<file path="src/logic/srs_defines.vh">
`ifndef SRS_DEFINES_VH
`define SRS_DEFINES_VH

// Status register select codes
`define SRS_SEL_G1_OVERLOAD 2'h0
`define SRS_SEL_G1_OPEN_LOAD 2'h1
`define SRS_SEL_G2_OVERLOAD 2'h2
`define SRS_SEL_G2_OPEN_LOAD 2'h3
`define SRS_SEL_RESET 2'h0
`define SRS_REG_COUNT 4
`define SRS_REG_LAST 3

// Frame layout
`define SRS_FRAME_W 16
`define SRS_FRAME_MSB 15
`define SRS_RX_CLEAR_BIT 2
`define SRS_RX_SEL_HI 1
`define SRS_RX_SEL_LO 0

// Status word layout: diagnosis field sits in bits 15..6
`define SRS_DIAG_W 10
`define SRS_DIAG_MSB 9
`define SRS_DIAG_ZERO 10'h000

// Diagnosis input vector positions after synchronisation
`define SRS_IN_W 18
`define SRS_IN_LS_OVL 17:15
`define SRS_IN_HS_OVL 14:9
`define SRS_IN_LS_OPL 8:6
`define SRS_IN_HS_OPL 5:3
`define SRS_IN_SUPPLY 2
`define SRS_IN_THERMAL 1
`define SRS_IN_WARN 0
`define SRS_IN_RESET 18'h00000

// Switch indices inside the vectors
`define SRS_SW_4 0
`define SRS_SW_5 1
`define SRS_SW_6 2
`define SRS_HS_7 3
`define SRS_HS_8 4
`define SRS_HS_10 5
`define SRS_OPL_HS_7 0
`define SRS_OPL_HS_8 1
`define SRS_OPL_HS_10 2

`define SRS_WORD_RESET 16'h0000

`endif

</file>
<file path="src/logic/srs_status_port.v">
// Summary of operation
// - Each frame returns sixteen status bits preceded by one summary error bit.
// - Select code 00..11 picks group one/two overload or open-load register.
// - Unassigned and test-reserved status bits always read low.
// - Overload bit goes high when a switch shuts down on overload conditions.
// - Open-load bit goes high when undercurrent is detected on a switch.
// - Bit 5 of every register is the supply-fail flag.
// - Bit 4 of every register is the thermal-shutdown flag.
// - Bit 3 of every register is the temperature-warning flag.
// - Bits 2..0 are error flags of the other three registers, as tabulated.
// - Received data acts internally only when chip select rises.
// - Address sent in one frame; that register is returned next frame.
// - After reset the readout address is 00.
// - A clear request acts after the following frame, once contents were read.
// - Select bits plus clear bit form one read-and-maybe-clear command.
// - Clearing any register also clears the thermal-shutdown flag.
// - Summary error bit drives data out after chip select falls, before clock.
// - Summary error bit is the OR of the four per-register error flags.
// - The port chains like a shift register; data out follows data in after the flag and status word.
// - Input bit 2 is the clear request for the selected register.
// - Input bits 1..0 are the register select code.
`timescale 1ns/1ps
`default_nettype none
`include "srs_defines.vh"

module srs_status_port (
   // System
   input wire clock,
   input wire rst,
   // Serial pins; inputs asynchronous to clock, outputs registered on clock
   input wire chipSelectN,
   input wire serialClk,
   input wire serialIn,
   output reg serialOut,
   output reg serialOutEnable,
   // Diagnosis events: index 0..2 = switch 4..6
   input wire [2:0] lowSideOverload,
   // High-side order: 4, 5, 6, 7, 8, 10
   input wire [5:0] highSideOverload,
   input wire [2:0] lowSideOpenLoad,
   // High-side open-load order: 7, 8, 10
   input wire [2:0] highSideOpenLoad,
   // Flags: supply and warning read live, thermal shutdown is latched
   input wire supplyFail,
   input wire thermalShutdown,
   input wire temperatureWarning
);

   // Other three flags in descending order, skipping the register's own
   function [2:0] otherFlags;
      input [1:0] sel;
      input [3:0] flags;
      begin
         case (sel)
            `SRS_SEL_G1_OVERLOAD:
            begin
               otherFlags = {flags[3], flags[2], flags[1]};
            end
            `SRS_SEL_G1_OPEN_LOAD:
            begin
               otherFlags = {flags[3], flags[2], flags[0]};
            end
            `SRS_SEL_G2_OVERLOAD:
            begin
               otherFlags = {flags[3], flags[1], flags[0]};
            end
            default:
            begin
               otherFlags = {flags[2], flags[1], flags[0]};
            end
         endcase
      end
   endfunction

   // Per-register error flag: any diagnosis bit held
   function anySet;
      input [`SRS_DIAG_MSB:0] bits;
      begin
         anySet = |bits;
      end
   endfunction

   // Two-flop synchronisers for the serial pins; edge history resets to idle levels
   reg csMeta;
   reg csSync;
   reg csLast;
   reg clkMeta;
   reg clkSync;
   reg clkLast;
   reg dinMeta;
   reg dinSync;

   always @(posedge clock)
   begin
      if (rst)
      begin
         csMeta <= 1'b1;
         csSync <= 1'b1;
         csLast <= 1'b1;
         clkMeta <= 1'b0;
         clkSync <= 1'b0;
         clkLast <= 1'b0;
         dinMeta <= 1'b0;
         dinSync <= 1'b0;
      end
      else
      begin
         csMeta <= chipSelectN;
         csSync <= csMeta;
         csLast <= csSync;
         clkMeta <= serialClk;
         clkSync <= clkMeta;
         clkLast <= clkSync;
         dinMeta <= serialIn;
         dinSync <= dinMeta;
      end
   end

   // Detector levels come from unclocked monitors, so they are synchronised too
   reg [`SRS_IN_W-1:0] diagMeta;
   reg [`SRS_IN_W-1:0] diagSync;

   always @(posedge clock)
   begin
      if (rst)
      begin
         diagMeta <= `SRS_IN_RESET;
         diagSync <= `SRS_IN_RESET;
      end
      else
      begin
         diagMeta <= {lowSideOverload, highSideOverload, lowSideOpenLoad,
                      highSideOpenLoad, supplyFail, thermalShutdown, temperatureWarning};
         diagSync <= diagMeta;
      end
   end

   wire frameStart = csLast & ~csSync;
   wire frameEnd = ~csLast & csSync;
   wire inFrame = ~csSync;
   wire clkRise = inFrame & clkSync & ~clkLast;
   wire clkFall = inFrame & ~clkSync & clkLast;

   wire [2:0] lsOvl = diagSync[`SRS_IN_LS_OVL];
   wire [5:0] hsOvl = diagSync[`SRS_IN_HS_OVL];
   wire [2:0] lsOpl = diagSync[`SRS_IN_LS_OPL];
   wire [2:0] hsOpl = diagSync[`SRS_IN_HS_OPL];

   // Set vectors per register; zero positions are never set
   wire [`SRS_DIAG_MSB:0] setVec [0:`SRS_REG_LAST];
   assign setVec[0] = {6'h00, hsOvl[`SRS_HS_7], 3'h0};
   assign setVec[1] = {6'h00, hsOpl[`SRS_OPL_HS_7], 3'h0};
   assign setVec[2] = {lsOvl[`SRS_SW_4], hsOvl[`SRS_SW_4], lsOvl[`SRS_SW_5],
                       hsOvl[`SRS_SW_5], lsOvl[`SRS_SW_6], hsOvl[`SRS_SW_6],
                       hsOvl[`SRS_HS_8], 1'b0, hsOvl[`SRS_HS_10], 1'b0};
   assign setVec[3] = {lsOpl[`SRS_SW_4], 1'b0, lsOpl[`SRS_SW_5], 1'b0,
                       lsOpl[`SRS_SW_6], 1'b0, hsOpl[`SRS_OPL_HS_8], 1'b0,
                       hsOpl[`SRS_OPL_HS_10], 1'b0};

   // Sticky diagnosis bits, thermal latch and command state
   reg [`SRS_DIAG_MSB:0] diag [0:`SRS_REG_LAST];
   reg thermalLatch;
   reg [1:0] readSel;
   reg clearPending;
   reg [`SRS_FRAME_MSB:0] rxShift;
   reg [`SRS_FRAME_MSB:0] txShift;
   reg rxBit;
   integer k;

   // Clear only at frame end, for the register that was just read out
   wire doClear = frameEnd & clearPending;

   // Sticky update; an event in the clearing cycle survives the clear
   function [`SRS_DIAG_MSB:0] stickyNext;
      input [`SRS_DIAG_MSB:0] held;
      input [`SRS_DIAG_MSB:0] events;
      input wipe;
      begin
         if (wipe)
         begin
            stickyNext = events;
         end
         else
         begin
            stickyNext = held | events;
         end
      end
   endfunction

   always @(posedge clock)
   begin
      if (rst)
      begin
         for (k = 0; k < `SRS_REG_COUNT; k = k + 1)
         begin
            diag[k] <= `SRS_DIAG_ZERO;
         end
      end
      else
      begin
         for (k = 0; k < `SRS_REG_COUNT; k = k + 1)
         begin
            diag[k] <= stickyNext(diag[k], setVec[k], doClear && (readSel == k[1:0]));
         end
      end
   end

   // Thermal latch is address independent, so any clear wipes it
   always @(posedge clock)
   begin
      if (rst)
      begin
         thermalLatch <= 1'b0;
      end
      else if (doClear)
      begin
         thermalLatch <= diagSync[`SRS_IN_THERMAL];
      end
      else
      begin
         thermalLatch <= thermalLatch | diagSync[`SRS_IN_THERMAL];
      end
   end

   wire [3:0] regError;
   assign regError[0] = anySet(diag[0]);
   assign regError[1] = anySet(diag[1]);
   assign regError[2] = anySet(diag[2]);
   assign regError[3] = anySet(diag[3]);
   wire summaryError = |regError;

   wire [`SRS_FRAME_MSB:0] statusWord = {diag[readSel],
                                         diagSync[`SRS_IN_SUPPLY],
                                         thermalLatch,
                                         diagSync[`SRS_IN_WARN],
                                         otherFlags(readSel, regError)};

   // Command register: only committed when chip select rises
   always @(posedge clock)
   begin
      if (rst)
      begin
         readSel <= `SRS_SEL_RESET;
         clearPending <= 1'b0;
      end
      else if (frameEnd)
      begin
         readSel <= rxShift[`SRS_RX_SEL_HI:`SRS_RX_SEL_LO];
         clearPending <= rxShift[`SRS_RX_CLEAR_BIT];
      end
   end

   // Enable follows the synchronised select, so it lags the pin by three cycles
   always @(posedge clock)
   begin
      if (rst)
      begin
         serialOutEnable <= 1'b0;
      end
      else
      begin
         serialOutEnable <= inFrame;
      end
   end

   // Transmit side: flag at frame start, then one bit per falling serial clock
   always @(posedge clock)
   begin
      if (rst)
      begin
         txShift <= `SRS_WORD_RESET;
         serialOut <= 1'b0;
      end
      else if (frameStart)
      begin
         serialOut <= summaryError;
         txShift <= statusWord;
      end
      else if (clkFall)
      begin
         // Received bits follow the status word out, for chaining
         serialOut <= txShift[`SRS_FRAME_MSB];
         txShift <= {txShift[`SRS_FRAME_MSB-1:0], rxBit};
      end
      else if (!inFrame)
      begin
         serialOut <= 1'b0;
      end
   end

   // Receive side: sample on the rising serial clock; longer frames keep the last bits
   always @(posedge clock)
   begin
      if (rst)
      begin
         rxShift <= `SRS_WORD_RESET;
         rxBit <= 1'b0;
      end
      else if (clkRise)
      begin
         rxBit <= dinSync;
         rxShift <= {rxShift[`SRS_FRAME_MSB-1:0], dinSync};
      end
   end

endmodule // srs_status_port

`default_nettype wire

</file>
<file path="config.mk">
export PLATFORM = sky130hd
export DESIGN_NAME = srs_status_port
export DESIGN_NICKNAME = d
export VERILOG_FILES = /design/src/logic/srs_status_port.v
export VERILOG_INCLUDE_DIRS = /design/src /design/src/logic
export SDC_FILE = /design/constraint.sdc
export NUM_CORES = 1
export LEC_CHECK = 0
export ABC_AREA = 1
export BUFFER_PORTS_ARGS = -buffer_cell sky130_fd_sc_hd__clkbuf_2
export CORE_ASPECT_RATIO = 1.25
export CORE_UTILIZATION = 55
export CTS_BUF_LIST = sky130_fd_sc_hd__clkbuf_2 sky130_fd_sc_hd__clkbuf_4 sky130_fd_sc_hd__clkbuf_8
export CTS_CLUSTER_DIAMETER = 50
export DETAILED_ROUTE_END_ITERATION = 10
export GPL_TIMING_DRIVEN = 0
export PLACE_DENSITY_LB_ADDON = 0.3
export SETUP_SLACK_MARGIN = 0.2
export SYNTH_ARGS = -nofsm -noshare
export SYNTH_HDL_FRONTEND = slang
export SYNTH_SLANG_ARGS = --single-unit
export TNS_END_PERCENT = 20
</file>
<file path="constraint.sdc">
create_clock -name clock -period 1 [get_ports clock]
set_input_delay 0.05 -clock clock [delete_from_list [all_inputs] [get_ports clock]]
set_output_delay 0.05 -clock clock [all_outputs]
set_load 0.005 [all_outputs]
</file>
==> results.sh, run 1 <==
export IMPL_status="finished, violations left"
export IMPL_failed_checks="negative setup slack"
export IMPL_grt_setup_unrepaired="yes"
export IMPL_maxCapViolCount=0
export IMPL_synth_simple_gate_area_share_pct=21.0
export IMPL_required_ns=1.23
export IMPL_fin_crit_sh_pct=114
export IMPL_synth_top_area_share_pct=56.9
export IMPL_routed_via_density=4.95
export IMPL_ys_flop_type="dfxtp_1"
export IMPL_io_pin_count=25
export IMPL_syn_num_nets=394
export IMPL_cp_max_fo=8
export IMPL_area_growth_syn_to_layout_pct=28.9
export IMPL_dr_pass1_iters=4
export IMPL_synthAdderAreaFrac_pct=0
export IMPL_fmax_mhz=878
export IMPL_wl_per_cell_um=12.4
export IMPL_synthCells=371
export IMPL_fin_skew_ns=0.0103
export IMPL_slew_headroom_pct=60.9
export IMPL_track_usage_pct=23.7
export IMPL_synth_cell_types=27
export IMPL_p_leak_uw=0.00170
export IMPL_synth_top_area_cell="dfxtp_1"
export IMPL_final_nets=459
export IMPL_synth_area_mm2=0.00303
export IMPL_cts_sinks=86
export IMPL_ys_warnings_count=0
export IMPL_power_density_mw_per_mm2=1730
export IMPL_vias=2488
export IMPL_synth_compound_area_share_pct=12.2
export IMPL_synthTopCellsByCount="dfxtp_1, nor2_1, inv_1"
export IMPL_synth_xor_area_share_pct=0
export IMPL_drt_total_wl_um=6240
export IMPL_grt_pass1_wl_um=9990
export IMPL_timing_final_hold_violations=0
export IMPL_worstHoldStart="rst"
export IMPL_antenna_cells=0
export IMPL_dpl_hpwl_um=3840
export IMPL_cts_clk_slew_worst_paths_ns=0.09
export IMPL_reg2regPathDepth=5
export IMPL_r2r_end="diag[2][1]$_SDFF_PP0_"
export IMPL_power_uw=6750
export IMPL_arrival_ns=1.37
export IMPL_synth_mux_area_share_pct=0
export IMPL_cts_buffer_depth=2
export IMPL_critical_path_class="flip-flop to flip-flop"
export IMPL_hold_path_class="primary input to flip-flop"
export IMPL_grt_max_degree=15
export IMPL_fillCellCount=363
export IMPL_std_cell_rows=29
export IMPL_regToRegStartpoint="csSync$_SDFF_PP1_"
export IMPL_gp_congestion=0.858
export IMPL_min_period_ns=1.14
export IMPL_insertion_delay_ns=0.35
export IMPL_cts_tree="done"
export IMPL_io_buffers=24
export IMPL_dieArea_mm2=0.00580
export IMPL_drc_errors=0
export IMPL_ys_seq_area_share_pct=56.9
export IMPL_final_util_pct=75.1
export IMPL_peakVddDrop_uv=1340
export IMPL_finalWorstSetupSlack_ns=-0.139
export IMPL_die_w_um=68.3
export IMPL_initial_utilization_pct=58.3
export IMPL_synth_edf_count=0
export IMPL_drtIter0Drc=104
export IMPL_overflow=0
export IMPL_cts_root_buf="clkbuf_8"
export IMPL_antenna_found_initial=0
export IMPL_synth_area_per_cell_um2=8.15
export IMPL_r2r_setup_slack_ns=-0.14
export IMPL_finalSetupViolations=32
export IMPL_ys_ff_latch=86
export IMPL_tightest_slew_ns=0.587
export IMPL_holdPathEnd="txShift[5]$_SDFFE_PP0P_"
export IMPL_synthTopCellsByArea="dfxtp_1, nor2_1, inv_1"
export IMPL_cts_max_level=3
export IMPL_startpoint_type="flip-flop"
export IMPL_core_mm2=0.00519
export IMPL_die_height_um=84.9
export IMPL_slew_violations=0
export IMPL_synth_top_family_by_area="simple AND/OR/NAND/NOR gates"
export IMPL_synth_most_common_cell="dfxtp_1"
export IMPL_numCtsBuffers=9
export IMPL_cp_end_kind="flip-flop"
export IMPL_drtAntennaViolNets=0
export IMPL_min_path_cells=4
export IMPL_drive_gt1_share_pct=23.1
export IMPL_async_flop_share_pct=0
export IMPL_grt_pass1_vias=2400
[routing by layer]
layer	part of all wire (%)	GRT usage [%]	up-vias
met5	0	0	-
met4	2.1	9.85	0
met3	3.7	6.99	14
met2	52	41.3	56
met1	42	25.8	1136
li1	-	-	1282
[per-stage QoR]
step | instances | hold slack [ns] | TNS, ns | instance area (um2) | worst slack, ns
after floorplan | 371 | 0.154 | -0.429 | 3050 | -0.0363
after global placement | 457 | 0.232 | -3.96 | 3250 | -0.164
after detailed placement | 457 | 0.245 | -5.66 | 3250 | -0.197
after CTS | 500 | 0.108 | -2.95 | 3770 | -0.148
after global routing | 503 | 0.139 | -5.45 | 3900 | -0.211
final | 503 | 0.131 | -3.36 | 3900 | -0.139
[final cells by class]
cell class	count	area, um2	area share [%]
plain buffers	12	81.3	2.09
clock buffers	12	159	4.08
clock inverters	4	55.1	1.41
inverters	60	235	6.03
multi-input cells	213	1120	28.8
flip-flops and latches	86	1730	44.4
well taps	62	77.6	1.99
repair buffers	54	435	11.2
[state kept, by name, indices dropped and copies added, names as in the netlist, 2 cells and up, named ones only]
| name | count |
|---|---|
| diag | 15 |
| readSel | 2 |
| rxShift | 3 |
| txShift | 16 |
| diagSync | 18 |
| diagMeta | 18 |
[power breakdown]
part | switching, uW | internal (uW) | total [uW]
Sequential | 100 | 3580 | 3680
Clock | 1190 | 1330 | 2510
Combinational | 288 | 269 | 557
[placed cells by master (no fill, tap or decap), types with 2 or more instances in the layout]
master         count
a21oi_1           23
a21oi_2           12
a31oi_1            4
buf_2              5
buf_4              5
buf_6              4
clkbuf_1           3
clkbuf_2          24
clkbuf_4           2
clkbuf_8          11
clkinv_4           2
dfxtp_1           82
dfxtp_2            2
dfxtp_4            2
dlygate4sd3_1     21
inv_1             56
inv_2              2
nand2_1           42
nand2_4            2
nand2_8            2
nand3_1           15
nand3_4            3
nor2_1            68
nor2_2             3
nor2_4             2
o21ai_0           12
o21ai_1           11
o21ai_2            8
or2_2              2
[critical path, cell delays in order (launching register included)]
cell	delay, ns
dfxtp_4	0.41
nand2_4	0.07
nor2_4	0.15
nand3_4	0.16
a21oi_2	0.18
nor2_1	0.05
[repair_timing]
item	CTS	global route
setup endpoints to repair	43	43
hold buffers	21	0
setup buffers	5	2
hold endpoints to repair	21	0
resized for setup	18	28
pin swaps	4	5
cloned	1	1
[logic make-up (layout without fill, tap and decap cells)]
logic type	count (synthesis)	after routing
buffers and inverters	72	142
and+or+nand+nor	142	142
DFF	86	86
AOI/OAI and AO/OA	71	71
[worst max path at each step]
stage                             startpoint  slack [ns]                  endpoint  depth (start not counted)
after floorplan            csLast$_SDFF_PP1_       -0.04     diag[2][1]$_SDFF_PP0_                          6
after global placement    clkSync$_SDFF_PP0_       -0.16  txShift[15]$_SDFFE_PP0P_                          7
after detailed placement  clkSync$_SDFF_PP0_       -0.20  txShift[15]$_SDFFE_PP0P_                          7
after CTS                  csLast$_SDFF_PP1_       -0.15     diag[2][1]$_SDFF_PP0_                          6
after global routing       csSync$_SDFF_PP1_       -0.21     diag[2][1]$_SDFF_PP0_                          5
final                      csSync$_SDFF_PP1_       -0.14     diag[2][1]$_SDFF_PP0_                          5
No activity file was read; power rests on OpenSTA's default activity.
==> run 2, diff against run 1 <==
CORE_MARGIN = 4   (was unset)
GPL_ROUTABILITY_DRIVEN = 0   (was unset)
==> run 2 against run 1 <==
Effect of this change:
- largest cell class unchanged
- critical endpoint is now diag[2][7]$_SDFF_PP0_
- register-to-register slack worse by 0.04 ns
- total power up 2.7%
- the flow still finishes with violations (negative setup slack)
- clock skew down 0.0035 ns
- highest routed layer unchanged
==> results.sh, run 2 (same netlist as run 1, synthesis figures left out) <==
export IMPL_internal_power_uw=5280
export IMPL_die_height_um=90.9
export IMPL_cp_endpoint="diag[2][7]$_SDFF_PP0_"
export IMPL_area_growth_syn_to_layout_pct=26.7
export IMPL_cts_clk_slew_worst_paths_ns=0.08
export IMPL_cp_end_kind="flip-flop"
export IMPL_io_buffers=24
export IMPL_grt_pass1_wl_um=11000
export IMPL_maxCapViolCount=0
export IMPL_required_ns=1.22
export IMPL_finalSetupViolations=34
export IMPL_antenna_cells=0
export IMPL_numCtsBuffers=9
export IMPL_switching_share_pct=23.8
export IMPL_fin_skew_ns=0.00685
export IMPL_arrival_ns=1.41
export IMPL_status="finished, violations left"
export IMPL_cp_max_fo=8
export IMPL_reg2regPathDepth=5
export IMPL_slowest_delay_ns=0.40
export IMPL_p_leak_uw=0.00168
export IMPL_layout_common_cells="dfxtp_1, nor2_1, inv_1, nand2_1, a21oi_1"
export IMPL_routed_via_density=4.88
export IMPL_place_ws_ns=-0.206
export IMPL_fin_area_mm2=0.00383
export IMPL_tightest_slew_ns=0.516
export IMPL_power_density_mw_per_mm2=1810
export IMPL_drive_gt1_share_pct=22.2
export IMPL_grt_pass1_vias=2470
export IMPL_min_period_ns=1.18
export IMPL_die_w_um=74.3
export IMPL_dieArea_mm2=0.00676
export IMPL_fmax_mhz=846
export IMPL_peakVddDrop_uv=1280
export IMPL_insertion_delay_ns=0.36
export IMPL_cts_buffer_depth=2
export IMPL_slew_headroom_pct=65.6
export IMPL_critical_path_class="flip-flop to flip-flop"
export IMPL_overflow=0
export IMPL_dr_pass1_iters=4
export IMPL_r2r_setup_slack_ns=-0.18
export IMPL_cts_max_level=3
export IMPL_startpoint_type="flip-flop"
export IMPL_initial_utilization_pct=58.3
export IMPL_reg_top3="diagMeta: 18 flops, diagSync: 18 flops, txShift: 16 flops"
export IMPL_io_pin_count=25
export IMPL_final_util_pct=73.9
export IMPL_clock_power_share_pct=39.2
export IMPL_drtIter0Drc=98
export IMPL_timing_final_hold_violations=0
export IMPL_pwr_share_comb_pct=7.8
export IMPL_wl_per_cell_um=12.5
export IMPL_dpl_hpwl_um=3940
export IMPL_p_switching_uw=1650
export IMPL_drc_errors=0
export IMPL_startpoint="csSync$_SDFF_PP1_"
export IMPL_final_nets=459
export IMPL_core_mm2=0.00519
export IMPL_regToRegStartpoint="csSync$_SDFF_PP1_"
export IMPL_fin_hold_ws_ns=0.108
export IMPL_cts_tree="done"
export IMPL_antenna_found_initial=0
export IMPL_cts_sinks=86
export IMPL_crit_chain="nand2_4 > nor2_4 > nand3_4 > a21oi_2 > nor2_1"
export IMPL_failed_checks="negative setup slack"
export IMPL_sequentialPowerShare_pct=53.0
export IMPL_grt_setup_unrepaired="yes"
export IMPL_place_area_mm2=0.00325
export IMPL_drtAntennaViolNets=0
export IMPL_r2r_end="diag[2][7]$_SDFF_PP0_"
export IMPL_vias=2457
export IMPL_fin_crit_sh_pct=118
export IMPL_grt_max_degree=17
export IMPL_std_cell_rows=29
export IMPL_crit_slowest_cell="dfxtp_4"
export IMPL_track_usage_pct=21.0
export IMPL_slew_violations=0
export IMPL_hold_path_class="primary input to flip-flop"
export IMPL_finalWorstSetupSlack_ns=-0.181
export IMPL_power_uw=6930
export IMPL_drt_total_wl_um=6310
export IMPL_fillCellCount=370
export IMPL_mostFrequentLayoutCell="dfxtp_1"
export IMPL_cts_root_buf="clkbuf_8"
run 2: repair_timing:
action,4_1_cts,5_1_grt
pin swaps,7,8
resized for setup,20,18
buffers inserted,6,2
endpoints found under the hold margin,21,0
setup endpoints to repair,43,43
hold buffers,21,0
gates cloned,1,0
run 2: worst max-delay path: cells and delay by family (launching register included):
kind / cells / cell delay [ns]
simple gates: 4 / 0.46
flops: 1 / 0.40
compound gates: 1 / 0.19
run 2: worst min path at each step:
stage / cells past startpoint / start / end
6_report: 4 / rst / txShift[7]$_SDFFE_PP0P_
5_1_grt: 4 / rst / txShift[7]$_SDFFE_PP0P_
4_1_cts: 4 / rst / txShift[2]$_SDFFE_PP0P_
3_5_place_dp: 2 / chipSelectN / csMeta$_SDFF_PP1_
3_3_place_gp: 2 / chipSelectN / csMeta$_SDFF_PP1_
2_1_floorplan: 1 / chipSelectN / csMeta$_SDFF_PP1_
run 2: routing by layer:
layer	routed length (um)	vias to the layer above	GRT usage (%)
li1	-	1281	-
met1	2610	1112	25.0
met2	3240	46	34.1
met3	272	18	6.68
met4	188	0	9.05
met5	0	-	0
run 2: power by group through the flow:
stage / clock network, uW / logic [uW] / registers, uW
6_report: 2710 / 541 / 3670
5_1_grt: 2930 / 618 / 3690
4_1_cts: 2760 / 517 / 3670
3_5_place_dp: 0 / 421 / 3740
3_3_place_gp: 0 / 408 / 3740
2_1_floorplan: 0 / 312 / 3720
run 2: layout make-up:
class / instances / area (um2) / area share (%)
Sequential cell: 86 / 1730 / 45.2
Multi-Input combinational cell: 213 / 1080 / 28.1
Timing Repair Buffer: 54 / 405 / 10.6
Inverter: 60 / 230 / 6.01
Clock buffer: 9 / 124 / 3.23
Clock inverter: 7 / 106 / 2.78
Buffer: 12 / 77.6 / 2.02
Tap cell: 62 / 77.6 / 2.02
run 2: metrics by stage:
stage	instances	setup TNS, ns
global placement	457	-3.80
global route	503	-5.64
CTS	501	-2.71
finish	503	-3.43
floorplan	371	-0.429
detailed placement	457	-4.30
